## src/design/pok_pkg.sv

```systemverilog
// Register map, field layout and reset values of the power-ok block.
package pok_pkg;

    localparam logic [7:0] OFS_CTRL_ONE = 8'h15;
    localparam logic [7:0] OFS_CTRL_TWO = 8'h16;
    localparam logic [7:0] OFS_FAULT    = 8'h17;
    localparam logic [7:0] OFS_SWRST    = 8'h18;
    localparam logic [7:0] OFS_TOP      = 8'h19;
    localparam logic [7:0] OFS_TOP_TWO  = 8'h1A;

    localparam logic [7:0] RST_CTRL_ONE = 8'h73;
    localparam logic [2:0] RST_CTRL_TWO = 3'h4;
    localparam logic [3:0] RST_FAULT    = 4'h0;
    localparam logic [7:0] RST_TOP      = 8'h00;

    localparam int CT1_POL    = 7;
    localparam int CT2_TWARN  = 2;
    localparam int CT2_SRC    = 1;
    localparam int CT2_MODE   = 0;
    localparam int SWRST_BIT  = 0;
    localparam int RSTOCC_BIT = 0;

    localparam int TOP_POK   = 7;
    localparam int TOP_LDO   = 6;
    localparam int TOP_BUCK  = 5;
    localparam int TOP_CLK   = 4;
    localparam int TOP_TSD   = 3;
    localparam int TOP_TWARN = 2;
    localparam int TOP_OVP   = 1;
    localparam int TOP_MEAS  = 0;

    // Latched bits of the top flag register; summaries are excluded.
    localparam logic [7:0] TOP_W1C_MASK = 8'h9F;

    // Device address on the serial port; the value is arbitrary.
    localparam logic [6:0] DEV_ADDR = 7'h60;

    localparam logic [3:0] CNT_BYTE     = 4'h8;
    localparam logic [3:0] CNT_LAST_OUT = 4'h7;
    localparam logic [1:0] SETTLE_CYC   = 2'h3;

    typedef enum {
        ST_IDLE,
        ST_DEV,
        ST_DEV_ACK,
        ST_REG,
        ST_REG_ACK,
        ST_WDATA,
        ST_WDATA_ACK,
        ST_RDATA,
        ST_RDATA_ACK
    } ser_state_e;

endpackage

```

## src/design/sync_two_ff.sv

```systemverilog
// Two-stage synchroniser for a bundle of independent level inputs.
`timescale 1ns/100ps
module sync_two_ff #(
    parameter int WIDTH = 1
) (
    input  wire logic             clk_in,
    input  wire logic             nrst_in,
    input  wire logic [WIDTH-1:0] async_in,
    output logic      [WIDTH-1:0] sync_out
);

    logic [WIDTH-1:0] stage_one_ff;
    logic [WIDTH-1:0] stage_two_ff;

    always_ff @(posedge clk_in) begin
        if (!nrst_in) begin
            stage_one_ff <= '0;
            stage_two_ff <= '0;
        end else begin
            stage_one_ff <= async_in;
            stage_two_ff <= stage_one_ff;
        end
    end

    assign sync_out = stage_two_ff;

endmodule

```

## src/design/power_ok_fault_interrupt_regs.sv

```systemverilog
// Power-ok qualification, fault latches, software reset and top flags.
`timescale 1ns/100ps
module power_ok_fault_interrupt_regs (
    input  wire logic       clk_in,
    input  wire logic       nrst_in,
    input  wire logic       scl_in,
    input  wire logic       sda_in,
    output logic            sda_out_out,
    output logic            sda_oe_out,
    input  wire logic [3:0] reg_valid_in,
    input  wire logic       live_thermal_warning_in,
    input  wire logic       live_thermal_shutdown_in,
    input  wire logic       live_overvoltage_in,
    input  wire logic       ext_clock_present_in,
    input  wire logic       meas_done_in,
    input  wire logic [7:0] ldo_interrupt_reg_in,
    input  wire logic [7:0] buck_interrupt_reg_in,
    input  wire logic [3:0] reg_enable_req_in,
    input  wire logic       general_output_a_req_in,
    input  wire logic       general_output_b_req_in,
    output logic            power_ok_output_out,
    output logic [3:0]      reg_enable_out,
    output logic            general_output_a_out,
    output logic            general_output_b_out,
    output logic            otp_reload_out
);

    // Synchronised pins and analog status levels.
    logic       scl_s;
    logic       sda_s;
    logic [3:0] valid_s;
    logic       twarn_s;
    logic       tsd_s;
    logic       ovp_s;
    logic       extclk_s;

    logic       scl_prev_ff;
    logic       sda_prev_ff;
    logic       extclk_prev_ff;
    logic [1:0] settle_ff;

    logic       soft_rst_ff;
    logic       rst_all;

    pok_pkg::ser_state_e state_ff;
    logic [3:0] cnt_ff;
    logic [7:0] shift_ff;
    logic [7:0] ptr_ff;
    logic       rw_ff;
    logic       mack_ff;
    logic       oe_ff;

    logic       scl_rise;
    logic       scl_fall;
    logic       start_cond;
    logic       stop_cond;
    logic       wr_stb;
    logic [7:0] rd_data;

    logic [7:0] ctrl_one_ff;
    logic [2:0] ctrl_two_ff;
    logic [3:0] fault_ff;
    logic [7:0] top_ff;
    logic       rst_occ_ff;
    logic [3:0] reg_en_ff;
    logic       gpo_a_ff;
    logic       gpo_b_ff;
    logic       pok_active_ff;
    logic       pok_pin_ff;

    logic [3:0] valid_eff;
    logic [3:0] live_bad;
    logic       pok_active;
    logic       fault_block;
    logic [3:0] nxt_fault;
    logic [7:0] nxt_top;
    logic [7:0] top_set;
    logic [7:0] top_clr;
    logic [3:0] fault_clr;
    logic       events_ok;

    sync_two_ff #(
        .WIDTH (10)
    ) u_sync (
        .clk_in   (clk_in),
        .nrst_in  (nrst_in),
        .async_in ({scl_in, sda_in, reg_valid_in,
                    live_thermal_warning_in, live_thermal_shutdown_in,
                    live_overvoltage_in, ext_clock_present_in}),
        .sync_out ({scl_s, sda_s, valid_s,
                    twarn_s, tsd_s, ovp_s, extclk_s})
    );

    // Software reset acts like the power-on reset on every register
    // except the synchronisers, the edge history and settle counter,
    // the reset command bit and the reset-occurred flag.
    assign rst_all = !nrst_in || soft_rst_ff;

    // Edge history and a short settle window so that filling the
    // synchronisers after reset is not mistaken for a clock event.
    always_ff @(posedge clk_in) begin
        if (!nrst_in) begin
            scl_prev_ff    <= 1'b0;
            sda_prev_ff    <= 1'b0;
            extclk_prev_ff <= 1'b0;
            settle_ff      <= pok_pkg::SETTLE_CYC;
        end else begin
            scl_prev_ff    <= scl_s;
            sda_prev_ff    <= sda_s;
            extclk_prev_ff <= extclk_s;
            if (settle_ff != 2'h0) begin
                settle_ff <= settle_ff - 2'h1;
            end
        end
    end

    assign events_ok  = (settle_ff == 2'h0);
    assign scl_rise   = events_ok && scl_s && !scl_prev_ff;
    assign scl_fall   = events_ok && !scl_s && scl_prev_ff;
    assign start_cond = events_ok && scl_s && scl_prev_ff
                        && sda_prev_ff && !sda_s;
    assign stop_cond  = events_ok && scl_s && scl_prev_ff
                        && !sda_prev_ff && sda_s;

    assign wr_stb = (state_ff == pok_pkg::ST_WDATA) && scl_fall
                    && (cnt_ff == pok_pkg::CNT_BYTE);

    // Serial slave: address byte, register pointer, then data bytes
    // with auto-increment. A software reset drops any transfer.
    always_ff @(posedge clk_in) begin
        if (rst_all) begin
            state_ff <= pok_pkg::ST_IDLE;
            cnt_ff   <= 4'h0;
            shift_ff <= 8'h00;
            ptr_ff   <= 8'h00;
            rw_ff    <= 1'b0;
            mack_ff  <= 1'b0;
            oe_ff    <= 1'b0;
        end else if (start_cond) begin
            state_ff <= pok_pkg::ST_DEV;
            cnt_ff   <= 4'h0;
            oe_ff    <= 1'b0;
        end else if (stop_cond) begin
            state_ff <= pok_pkg::ST_IDLE;
            oe_ff    <= 1'b0;
        end else begin
            unique case (state_ff)
                pok_pkg::ST_IDLE: begin
                    oe_ff <= 1'b0;
                end
                pok_pkg::ST_DEV, pok_pkg::ST_REG,
                pok_pkg::ST_WDATA: begin
                    if (scl_rise) begin
                        shift_ff <= {shift_ff[6:0], sda_s};
                        cnt_ff   <= cnt_ff + 4'h1;
                    end else if (scl_fall
                                 && cnt_ff == pok_pkg::CNT_BYTE) begin
                        if (state_ff == pok_pkg::ST_DEV) begin
                            if (shift_ff[7:1] == pok_pkg::DEV_ADDR) begin
                                rw_ff    <= shift_ff[0];
                                oe_ff    <= 1'b1;
                                state_ff <= pok_pkg::ST_DEV_ACK;
                            end else begin
                                state_ff <= pok_pkg::ST_IDLE;
                            end
                        end else if (state_ff == pok_pkg::ST_REG) begin
                            ptr_ff   <= shift_ff;
                            oe_ff    <= 1'b1;
                            state_ff <= pok_pkg::ST_REG_ACK;
                        end else begin
                            oe_ff    <= 1'b1;
                            state_ff <= pok_pkg::ST_WDATA_ACK;
                        end
                    end
                end
                pok_pkg::ST_DEV_ACK: begin
                    if (scl_fall) begin
                        cnt_ff <= 4'h0;
                        if (rw_ff) begin
                            shift_ff <= rd_data;
                            oe_ff    <= !rd_data[7];
                            state_ff <= pok_pkg::ST_RDATA;
                        end else begin
                            oe_ff    <= 1'b0;
                            state_ff <= pok_pkg::ST_REG;
                        end
                    end
                end
                pok_pkg::ST_REG_ACK, pok_pkg::ST_WDATA_ACK: begin
                    if (scl_fall) begin
                        if (state_ff == pok_pkg::ST_WDATA_ACK) begin
                            ptr_ff <= ptr_ff + 8'h01;
                        end
                        cnt_ff   <= 4'h0;
                        oe_ff    <= 1'b0;
                        state_ff <= pok_pkg::ST_WDATA;
                    end
                end
                pok_pkg::ST_RDATA: begin
                    if (scl_fall) begin
                        if (cnt_ff == pok_pkg::CNT_LAST_OUT) begin
                            oe_ff    <= 1'b0;
                            ptr_ff   <= ptr_ff + 8'h01;
                            state_ff <= pok_pkg::ST_RDATA_ACK;
                        end else begin
                            shift_ff <= {shift_ff[6:0], 1'b0};
                            oe_ff    <= !shift_ff[6];
                            cnt_ff   <= cnt_ff + 4'h1;
                        end
                    end
                end
                pok_pkg::ST_RDATA_ACK: begin
                    if (scl_rise) begin
                        mack_ff <= !sda_s;
                    end else if (scl_fall) begin
                        if (mack_ff) begin
                            cnt_ff   <= 4'h0;
                            shift_ff <= rd_data;
                            oe_ff    <= !rd_data[7];
                            state_ff <= pok_pkg::ST_RDATA;
                        end else begin
                            state_ff <= pok_pkg::ST_IDLE;
                        end
                    end
                end
            endcase
        end
    end

    // Open-drain data line: only ever pulled low.
    assign sda_out_out = 1'b0;
    assign sda_oe_out  = oe_ff;

    // Read mux; the summary bits are live views of the regulator
    // interrupt registers, never stored here.
    always_comb begin
        rd_data = 8'h00;
        unique case (ptr_ff)
            pok_pkg::OFS_CTRL_ONE: rd_data = ctrl_one_ff;
            pok_pkg::OFS_CTRL_TWO: rd_data = {5'h00, ctrl_two_ff};
            pok_pkg::OFS_FAULT:    rd_data = {4'h0, fault_ff};
            pok_pkg::OFS_SWRST:    rd_data = {7'h00, soft_rst_ff};
            pok_pkg::OFS_TOP: begin
                rd_data = top_ff;
                rd_data[pok_pkg::TOP_LDO]  =
                    (ldo_interrupt_reg_in != 8'h00);
                rd_data[pok_pkg::TOP_BUCK] =
                    (buck_interrupt_reg_in != 8'h00);
            end
            pok_pkg::OFS_TOP_TWO:  rd_data = {7'h00, rst_occ_ff};
            default:               rd_data = 8'h00;
        endcase
    end

    // A one-cycle pulse performs the reset and then the bit reads back
    // as zero without any action from the host.
    always_ff @(posedge clk_in) begin
        if (!nrst_in) begin
            soft_rst_ff <= 1'b0;
        end else begin
            soft_rst_ff <= wr_stb && ptr_ff == pok_pkg::OFS_SWRST
                           && shift_ff[pok_pkg::SWRST_BIT];
        end
    end

    assign otp_reload_out = soft_rst_ff;

    // Reset-occurred survives the software reset it reports.
    always_ff @(posedge clk_in) begin
        if (!nrst_in) begin
            rst_occ_ff <= 1'b0;
        end else if (soft_rst_ff) begin
            rst_occ_ff <= 1'b1;
        end else if (wr_stb && ptr_ff == pok_pkg::OFS_TOP_TWO
                     && shift_ff[pok_pkg::RSTOCC_BIT]) begin
            rst_occ_ff <= 1'b0;
        end
    end

    always_ff @(posedge clk_in) begin
        if (rst_all) begin
            ctrl_one_ff <= pok_pkg::RST_CTRL_ONE;
            ctrl_two_ff <= pok_pkg::RST_CTRL_TWO;
        end else if (wr_stb) begin
            if (ptr_ff == pok_pkg::OFS_CTRL_ONE) begin
                ctrl_one_ff <= shift_ff;
            end
            if (ptr_ff == pok_pkg::OFS_CTRL_TWO) begin
                ctrl_two_ff <= shift_ff[2:0];
            end
        end
    end

    // In gated mode a regulator that is switched off is not judged;
    // in continuous mode its output must be valid regardless.
    assign valid_eff = ctrl_two_ff[pok_pkg::CT2_MODE] ? valid_s
                       : (valid_s | ~reg_en_ff);
    assign live_bad  = ctrl_one_ff[3:0] & ~valid_eff;

    always_comb begin
        if (ctrl_two_ff[pok_pkg::CT2_SRC]) begin
            pok_active = (fault_ff == 4'h0);
        end else begin
            pok_active = (live_bad == 4'h0);
        end
        if (ctrl_two_ff[pok_pkg::CT2_TWARN] && twarn_s) begin
            pok_active = 1'b0;
        end
    end

    always_ff @(posedge clk_in) begin
        if (rst_all) begin
            pok_active_ff <= 1'b0;
            pok_pin_ff    <= 1'b0;
        end else begin
            pok_active_ff <= pok_active;
            pok_pin_ff    <= pok_active
                             ^ ctrl_one_ff[pok_pkg::CT1_POL];
        end
    end

    assign power_ok_output_out = pok_pin_ff;

    // Set wins over a same-cycle clear; clear needs a valid output.
    assign fault_clr = (wr_stb && ptr_ff == pok_pkg::OFS_FAULT)
                       ? (shift_ff[3:0] & valid_s) : 4'h0;
    assign nxt_fault = (fault_ff & ~fault_clr) | live_bad;

    always_ff @(posedge clk_in) begin
        if (rst_all) begin
            fault_ff <= pok_pkg::RST_FAULT;
        end else begin
            fault_ff <= nxt_fault;
        end
    end

    always_comb begin
        top_set = 8'h00;
        top_set[pok_pkg::TOP_POK]   = pok_active_ff
                                      && !pok_active;
        top_set[pok_pkg::TOP_CLK]   = events_ok
                                      && (extclk_s
                                          != extclk_prev_ff);
        top_set[pok_pkg::TOP_TSD]   = tsd_s;
        top_set[pok_pkg::TOP_TWARN] = twarn_s;
        top_set[pok_pkg::TOP_OVP]   = ovp_s;
        top_set[pok_pkg::TOP_MEAS]  = meas_done_in;
    end

    // Summary bits are masked out so host writes to them do nothing.
    assign top_clr = (wr_stb && ptr_ff == pok_pkg::OFS_TOP)
                     ? (shift_ff & pok_pkg::TOP_W1C_MASK)
                     : 8'h00;
    assign nxt_top = ((top_ff & ~top_clr) | top_set)
                     & pok_pkg::TOP_W1C_MASK;

    always_ff @(posedge clk_in) begin
        if (rst_all) begin
            top_ff <= pok_pkg::RST_TOP;
        end else begin
            top_ff <= nxt_top;
        end
    end

    // The latched shutdown flag blocks enables even after the die has
    // cooled, so the host must acknowledge the event first.
    assign fault_block = top_ff[pok_pkg::TOP_TSD]
                         || tsd_s
                         || ovp_s;

    always_ff @(posedge clk_in) begin
        if (rst_all) begin
            reg_en_ff <= 4'h0;
            gpo_a_ff  <= 1'b0;
            gpo_b_ff  <= 1'b0;
        end else begin
            // Enables wait out the settle window: the valid synchronisers
            // still read zero then and would latch false faults.
            reg_en_ff <= (fault_block || !events_ok) ? 4'h0
                         : reg_enable_req_in;
            gpo_a_ff  <= general_output_a_req_in && !fault_block;
            gpo_b_ff  <= general_output_b_req_in && !fault_block;
        end
    end

    assign reg_enable_out       = reg_en_ff;
    assign general_output_a_out = gpo_a_ff;
    assign general_output_b_out = gpo_b_ff;

endmodule

```

## config.mk

```make
export PLATFORM = sky130hd
export DESIGN_NAME = power_ok_fault_interrupt_regs
export DESIGN_NICKNAME = d
export VERILOG_FILES = /design/src/design/pok_pkg.sv /design/src/design/sync_two_ff.sv /design/src/design/power_ok_fault_interrupt_regs.sv
export SDC_FILE = /design/constraint.sdc
export NUM_CORES = 1
export LEC_CHECK = 0
export BUFFER_PORTS_ARGS = -buffer_cell sky130_fd_sc_hd__clkbuf_2
export CELL_PAD_IN_SITES_DETAIL_PLACEMENT = 1
export CELL_PAD_IN_SITES_GLOBAL_PLACEMENT = 1
export CORE_UTILIZATION = 46
export DETAILED_ROUTE_END_ITERATION = 10
export MAX_ROUTING_LAYER = met4
export PLACE_DENSITY = 0.85
export SLEW_MARGIN = 10
export SYNTH_ARGS = -nofsm -noshare
export SYNTH_HDL_FRONTEND = slang
export SYNTH_SLANG_ARGS = --single-unit
export TNS_END_PERCENT = 30
```

## constraint.sdc

```tcl
create_clock -name clk_in -period 3.3 [get_ports clk_in]
set_input_delay 0 -clock clk_in [delete_from_list [all_inputs] [get_ports clk_in]]
set_output_delay 0 -clock clk_in [all_outputs]
set_load 0.005 [all_outputs]
```

==> impl_metrics.yaml, run 1 <==
clock_tree:
  clockBufferDepth: 2
  clock_sink_count: 83
  clkSlewWorstSetupHoldPaths_ps: 90
  cts_buffers: 9
  cts-resized-gates: 0
  insertion_delay_ps: 360
  htree_levels: 3
  cts_tree: "done"
  root_buffer: "clkbuf_8"
sta:
  setup_tns_ps: 0
  finClkSkew_ps: 15.07
  min_period_over_period_pct: 76.96
  hold_violations: 0
  worst_pin_slew_ps: 800.9
  rsz0062_at_grt: "no"
  setup_ws_ps: 760.4
  clock.fmax_mhz: 393.8
  setup_violations: 0
  post-route-min-period_ps: 2540
  fin_hold_ws_ps: 104.3
  relSlewSlack_pct: 46.11
  final-max-slew-violation-count: 0
floorplanning:
  dieArea_sq_um: 9861
  die_x_um: 99.31
  rows: 35
  die_height_um: 99.31
  coreArea_sq_um: 9196
  io_pins: 45
  start_util_pct: 47.36
route:
  dr.pass1.iters: 6
  viasPerCell: 6.306
  routedWlPerCell_um: 20.71
  vias: 4086
  drc_errors: 0
  drtAntennaViolNets: 0
  wirelength_um: 13420
  drt_iter0_markers: 269
placement:
  routabilityCongestion: 0.9278
  port_buffers: 43
  place_area_sq_um: 4562
  dp_hpwl_um: 9124
  dp.cells: 616
  place_ws_ps: 804.1
synthesis:
  synth.top_cell.area_share_pct: 38.15
  synth-seq-area-share_pct: 38.15
  syn_inst: 491
  ys.warnings.count: 0
  synth.distinct_cells: 78
  synthArstFlopShare_pct: 0
  syn_area_sq_um: 4355
  synth.area.top_cells: "dfxtp_1, a21oi_1, and2_1"
  synthTopCellsByCount: "dfxtp_1, a21oi_1, nand2_1, nor2_1, and2_1"
  syn_nets: 533
  ys_ff_latch: 83
  ys.flop_type: "dfxtp_1"
  synth_most_common_cell: "dfxtp_1"
  synth_area_leader_cell: "dfxtp_1"
  avgSynthCellArea_sq_um: 8.871
  synth_edf_count: 0
final_layout:
  final_area_sq_um: 4946
  stdcell_count: 648
  final_util_pct: 53.78
  insertedDiodeCount: 0
  drive_above_1_share_pct: 16.95
  layout.nets: 575
  area_growth_pct: 13.56
setup_path:
  crit_chain: "inv_1 -> ha_1 -> nand3b_1 -> nor4_1 -> and3_1 -> mux2i_1 -> nand2_1"
  crit_path_end_kind: "flop"
  crit_path_start_kind: "flop"
  cp.required_ps: 3550
  crit_fanout: 12
  cpLargestDelayFamily: "simple AND/OR/NAND/NOR gates"
  crit_slowest_cell: "and3_1"
  arrival_ps: 2790
  crit_type: "reg2reg"
  critPathBufInv: 1
  cp_slowest_stage_delay_ps: 520
power:
  peakVddDrop_uv: 242.1
  p_leak_nw: 1.842
  power_mw: 2.305
  power_density_nw_per_um2: 465.9
global_routing:
  antenna_found_initial: 0
  grt_pass1_wl_um: 21680
  grt_pass1_vias: 4124
  grt_use_total_pct: 29.08
  grt-ovfl-total: 0
  grt_max_degree: 30
job:
  drv_cap: 0
worst_hold_path:
  hold_class: "in2reg"
outcome:
  status: "complete, no violations"
## cell type report
| cell class | count | area (sq um) |
|---|---|---|
| Fill cell | 1076 | 4250 |
| Multi-Input combinational cell | 363 | 2467 |
| Sequential cell | 83 | 1662 |
| Timing Repair Buffer | 65 | 422.9 |
| Tap cell | 111 | 138.9 |
| Clock buffer | 9 | 123.9 |
| Clock inverter | 6 | 90.09 |
| Inverter | 11 | 41.29 |
## cell usage in the layout (no fill, tap or decap), types with 5 or more instances in the layout
master	count
clkbuf_8	9
o31a_1	5
and3_1	8
or2_2	6
o211ai_1	7
nor3_1	15
a211oi_1	5
nand2b_1	7
ha_1	7
nand3_1	17
and2_1	28
and3b_1	6
dfxtp_1	83
nand4_1	5
nor2b_1	10
mux2i_1	15
a21oi_1	38
dlygate4sd3_1	17
buf_4	5
inv_1	11
nand2_1	29
nor4_1	5
o21ai_0	21
clkbuf_2	43
nor2_1	29
o31ai_1	8
## power by group
part	internal, mW	switching (mW)	total [mW]
Combinational	0.154	0.215	0.369
Sequential	1.05	0.0644	1.11
Clock	0.425	0.400	0.825
Total	1.62	0.680	2.30
## flip-flops by register name, indices dropped and copies added, names as in the netlist, 2 cells and up
name / cells
u_sync.stage_one_ff: 10
u_sync.sync_out: 10
ctrl_one_ff: 8
ptr_ff: 8
shift_ff: 8
top_ff: 6
cnt_ff: 4
fault_ff: 4
reg_enable_out: 4
state_ff: 4
ctrl_two_ff: 3
settle_ff: 2
## logic make-up (layout without fill, tap and decap cells)
kind of cell | Yosys count | after routing | share of synthesized area, %
muxes | 16 | 16 | 3.706
buffers and inverters | 45 | 91 | 5.199
other | 1 | 1 | 0.08610
and+or+nand+nor | 199 | 199 | 26.77
adders and majority gates | 7 | 7 | 2.011
AOI/OAI and AO/OA | 135 | 135 | 22.90
DFF | 83 | 83 | 38.15
xor gates and xnor gates | 5 | 5 | 1.178
## worst paths after layout
kind,start,endpoint,slack (ps),cells after the start
hold / removal,nrst_in,settle_ff[1]$_SDFFE_PN1P_,100,2
setup / recovery,settle_ff[0]$_SDFFE_PN1P_,ctrl_one_ff[0]$_SDFFE_PP1P_,760,7
hold reg to reg,u_sync.stage_one_ff[4]$_SDFF_PN0_,u_sync.sync_out[4]$_SDFF_PN0_,440,1
setup reg to reg,settle_ff[0]$_SDFFE_PN1P_,ctrl_one_ff[0]$_SDFFE_PP1P_,760,7
## worst reg2reg max path, delay by kind of cell, from the launching register on
family | cells | cell delay, ps
mux | 1 | 270
flops | 1 | 330
buf+inv | 1 | 60
simple gates | 4 | 1400
fa+ha+maj | 1 | 380
## metal layers
layer  routed length, um  vias up  GRT usage [%]  part of all wire [%]
met5                   0        -              -                     0
met2                6636      139          47.17                    49
met4                 365        0          12.33                   2.7
met1                5743     2017          35.78                    43
li1                    -     1886              -                     -
met3                 678       44          4.989                   5.1
## repair_timing
action | 4_1_cts | 5_1_grt
hold buffers | 17 | 0
setup buffers | 0 | 0
hold endpoints to repair | 17 | 0
Note: power is estimated with default switching activity, not from simulation.
==> run 2: changes to the inputs <==
--- a/config.mk
+++ b/config.mk
@@ -8,10 +8,10 @@
 export BUFFER_PORTS_ARGS = -buffer_cell sky130_fd_sc_hd__clkbuf_2
 export CELL_PAD_IN_SITES_DETAIL_PLACEMENT = 1
 export CELL_PAD_IN_SITES_GLOBAL_PLACEMENT = 1
-export CORE_UTILIZATION = 46
+export CORE_UTILIZATION = 41
 export DETAILED_ROUTE_END_ITERATION = 10
 export MAX_ROUTING_LAYER = met4
-export PLACE_DENSITY = 0.85
+export PLACE_DENSITY = 0.81
 export SLEW_MARGIN = 10
 export SYNTH_ARGS = -nofsm -noshare
 export SYNTH_HDL_FRONTEND = slang
==> constraint.sdc (replaced) <==
create_clock -name clk_in -period 2.3 [get_ports clk_in]
set_input_delay 0 -clock clk_in [delete_from_list [all_inputs] [get_ports clk_in]]
set_output_delay 0 -clock clk_in [all_outputs]
set_load 0.005 [all_outputs]
==> impl_metrics.yaml, run 2 (same netlist as run 1, synthesis figures left out) <==
power:
  p_leak_nw: 1.943
  peakVddDrop_uv: 465.7
  power_density_nw_per_um2: 667.1
clock_tree:
  cts_tree: "done"
  clockBufferDepth: 2
  insertion_delay_ps: 380
  htree_levels: 3
  clock_sink_count: 83
  clkSlewWorstSetupHoldPaths_ps: 100
  root_buffer: "clkbuf_8"
  cts_buffers: 9
global_routing:
  grt_pass1_vias: 4187
  grt-ovfl-total: 0
  grt_max_degree: 29
  antenna_found_initial: 0
  grt_use_total_pct: 26.35
  grt_pass1_wl_um: 21880
floorplanning:
  dieArea_sq_um: 11040
  die_height_um: 105.1
  rows: 37
  coreArea_sq_um: 10320
  die_x_um: 105.1
  io_pins: 45
  start_util_pct: 42.19
sta:
  setup_ws_ps: 172.7
  rsz0062_at_grt: "no"
  finClkSkew_ps: 12.38
  relSlewSlack_pct: 38.08
  min_period_over_period_pct: 92.49
  setup_tns_ps: 0
  final-max-slew-violation-count: 0
  setup_violations: 0
  worst_pin_slew_ps: 920.3
  clock.fmax_mhz: 470.1
  hold_violations: 0
  fin_hold_ws_ps: 43.39
  post-route-min-period_ps: 2127
route:
  viasPerCell: 5.936
  vias: 4102
  wirelength_um: 13490
  dr.pass1.iters: 5
  drc_errors: 0
  routedWlPerCell_um: 19.52
  drtAntennaViolNets: 0
  drt_iter0_markers: 305
final_layout:
  final_common_cell: "dfxtp_1"
  layout_common_cells: "dfxtp_1, clkbuf_2, a21oi_1, nor2_1, nand2_1"
  drive_above_1_share_pct: 19.82
  fill_cells: 1237
  area_growth_pct: 17.87
  insertedDiodeCount: 0
  layout.nets: 592
placement:
  dp_hpwl_um: 9565
  port_buffers: 43
  routabilityCongestion: 0.9384
  place_ws_ps: 82.21
setup_path:
  crit_slowest_cell: "and4bb_1"
  crit_path_start_kind: "flop"
  crit_chain: "inv_1 -> ha_1 -> nand3b_1 -> buf_4 -> and4bb_1 -> and4_1 -> nand3_1 -> nor3b_1"
  r2r_setup_slack_ps: 170
  crit_path_end_kind: "flop"
  crit_fanout: 8
  crit_type: "reg2reg"
  arrival_ps: 2400
  cp.required_ps: 2570
  cp_slowest_stage_delay_ps: 470
worst_hold_path:
  hold_class: "in2reg"
job:
  drv_cap: 0
outcome:
  status: "complete, no violations"
run 2: cell count changes in the layout (fill, tap and decap cells not counted):
cell and delta:
a221oi_2 -1, a221oi_4 +1, and3b_1 -1, and3b_2 +1
buf_4 +17, clkinv_2 -1, clkinvlp_4 -1, inv_6 +2
inv_8 +1
run 2: report_power, final:
part	leakage, nW	total, mW	internal (mW)	switching (mW)
Clock	0.117	1.25	0.633	0.621
Combinational	1.15	0.570	0.258	0.312
Sequential	0.676	1.60	1.50	0.100
Total	1.94	3.42	2.39	1.03
run 2: routing by layer:
| metal | vias to the layer above | track usage, % | part of all wire, % |
|---|---|---|---|
| met3 | 24 | 4.180 | 4.0 |
| met5 | - | - | 0 |
| li1 | 1926 | - | - |
| met4 | 0 | 9.356 | 1.9 |
| met2 | 96 | 44.32 | 51 |
| met1 | 2056 | 31.92 | 43 |
run 2: stage by stage:
stage               util, %  instance area [sq um]  power [mW]  cells
CTS                   49.46                   5106       3.416    689
floorplan                 -                   4355       1.969    491
finish                49.73                   5134       3.424    691
global placement      45.58                   4706       2.127    656
global route          49.73                   5134       3.567    691
detailed placement    45.58                   4706       2.153    656
run 2: final timing paths:
check,start,to,depth (start not counted)
worst max-delay path,settle_ff[0]$_SDFFE_PN1P_,fault_ff[1]$_SDFF_PP0_,8
worst min-delay path,nrst_in,settle_ff[1]$_SDFFE_PN1P_,3
worst max register to register,settle_ff[0]$_SDFFE_PN1P_,fault_ff[1]$_SDFF_PP0_,8
worst min register to register,u_sync.stage_one_ff[8]$_SDFF_PN0_,u_sync.sync_out[8]$_SDFF_PN0_,1
run 2: area by class of cell:
type                            instances  area (sq um)  area share, %
Clock inverter                          7         106.4          2.072
Clock buffer                            9         123.9          2.413
Multi-Input combinational cell        363          2480          48.31
Tap cell                              136         170.2          3.315
Sequential cell                        83          1662          32.37
Inverter                               11         41.29         0.8043
Timing Repair Buffer                   82         550.5          10.72
run 2: critical path, delay by kind of cell, from the launching register on:
family                   cells  cell delay (ps)
AND/OR/NAND/NOR              5             1200
flip-flops                   1              340
adder cells (fa/ha/maj)      1              250
buffers and inverters        2              240
run 2: repair_timing:
action                                  in CTS  in global routing
hold buffers                                17                  0
endpoints found under the setup margin       0                 27
resized for setup                            0                  2
endpoints found under the hold margin       17                  0
buffers inserted                             0                  2
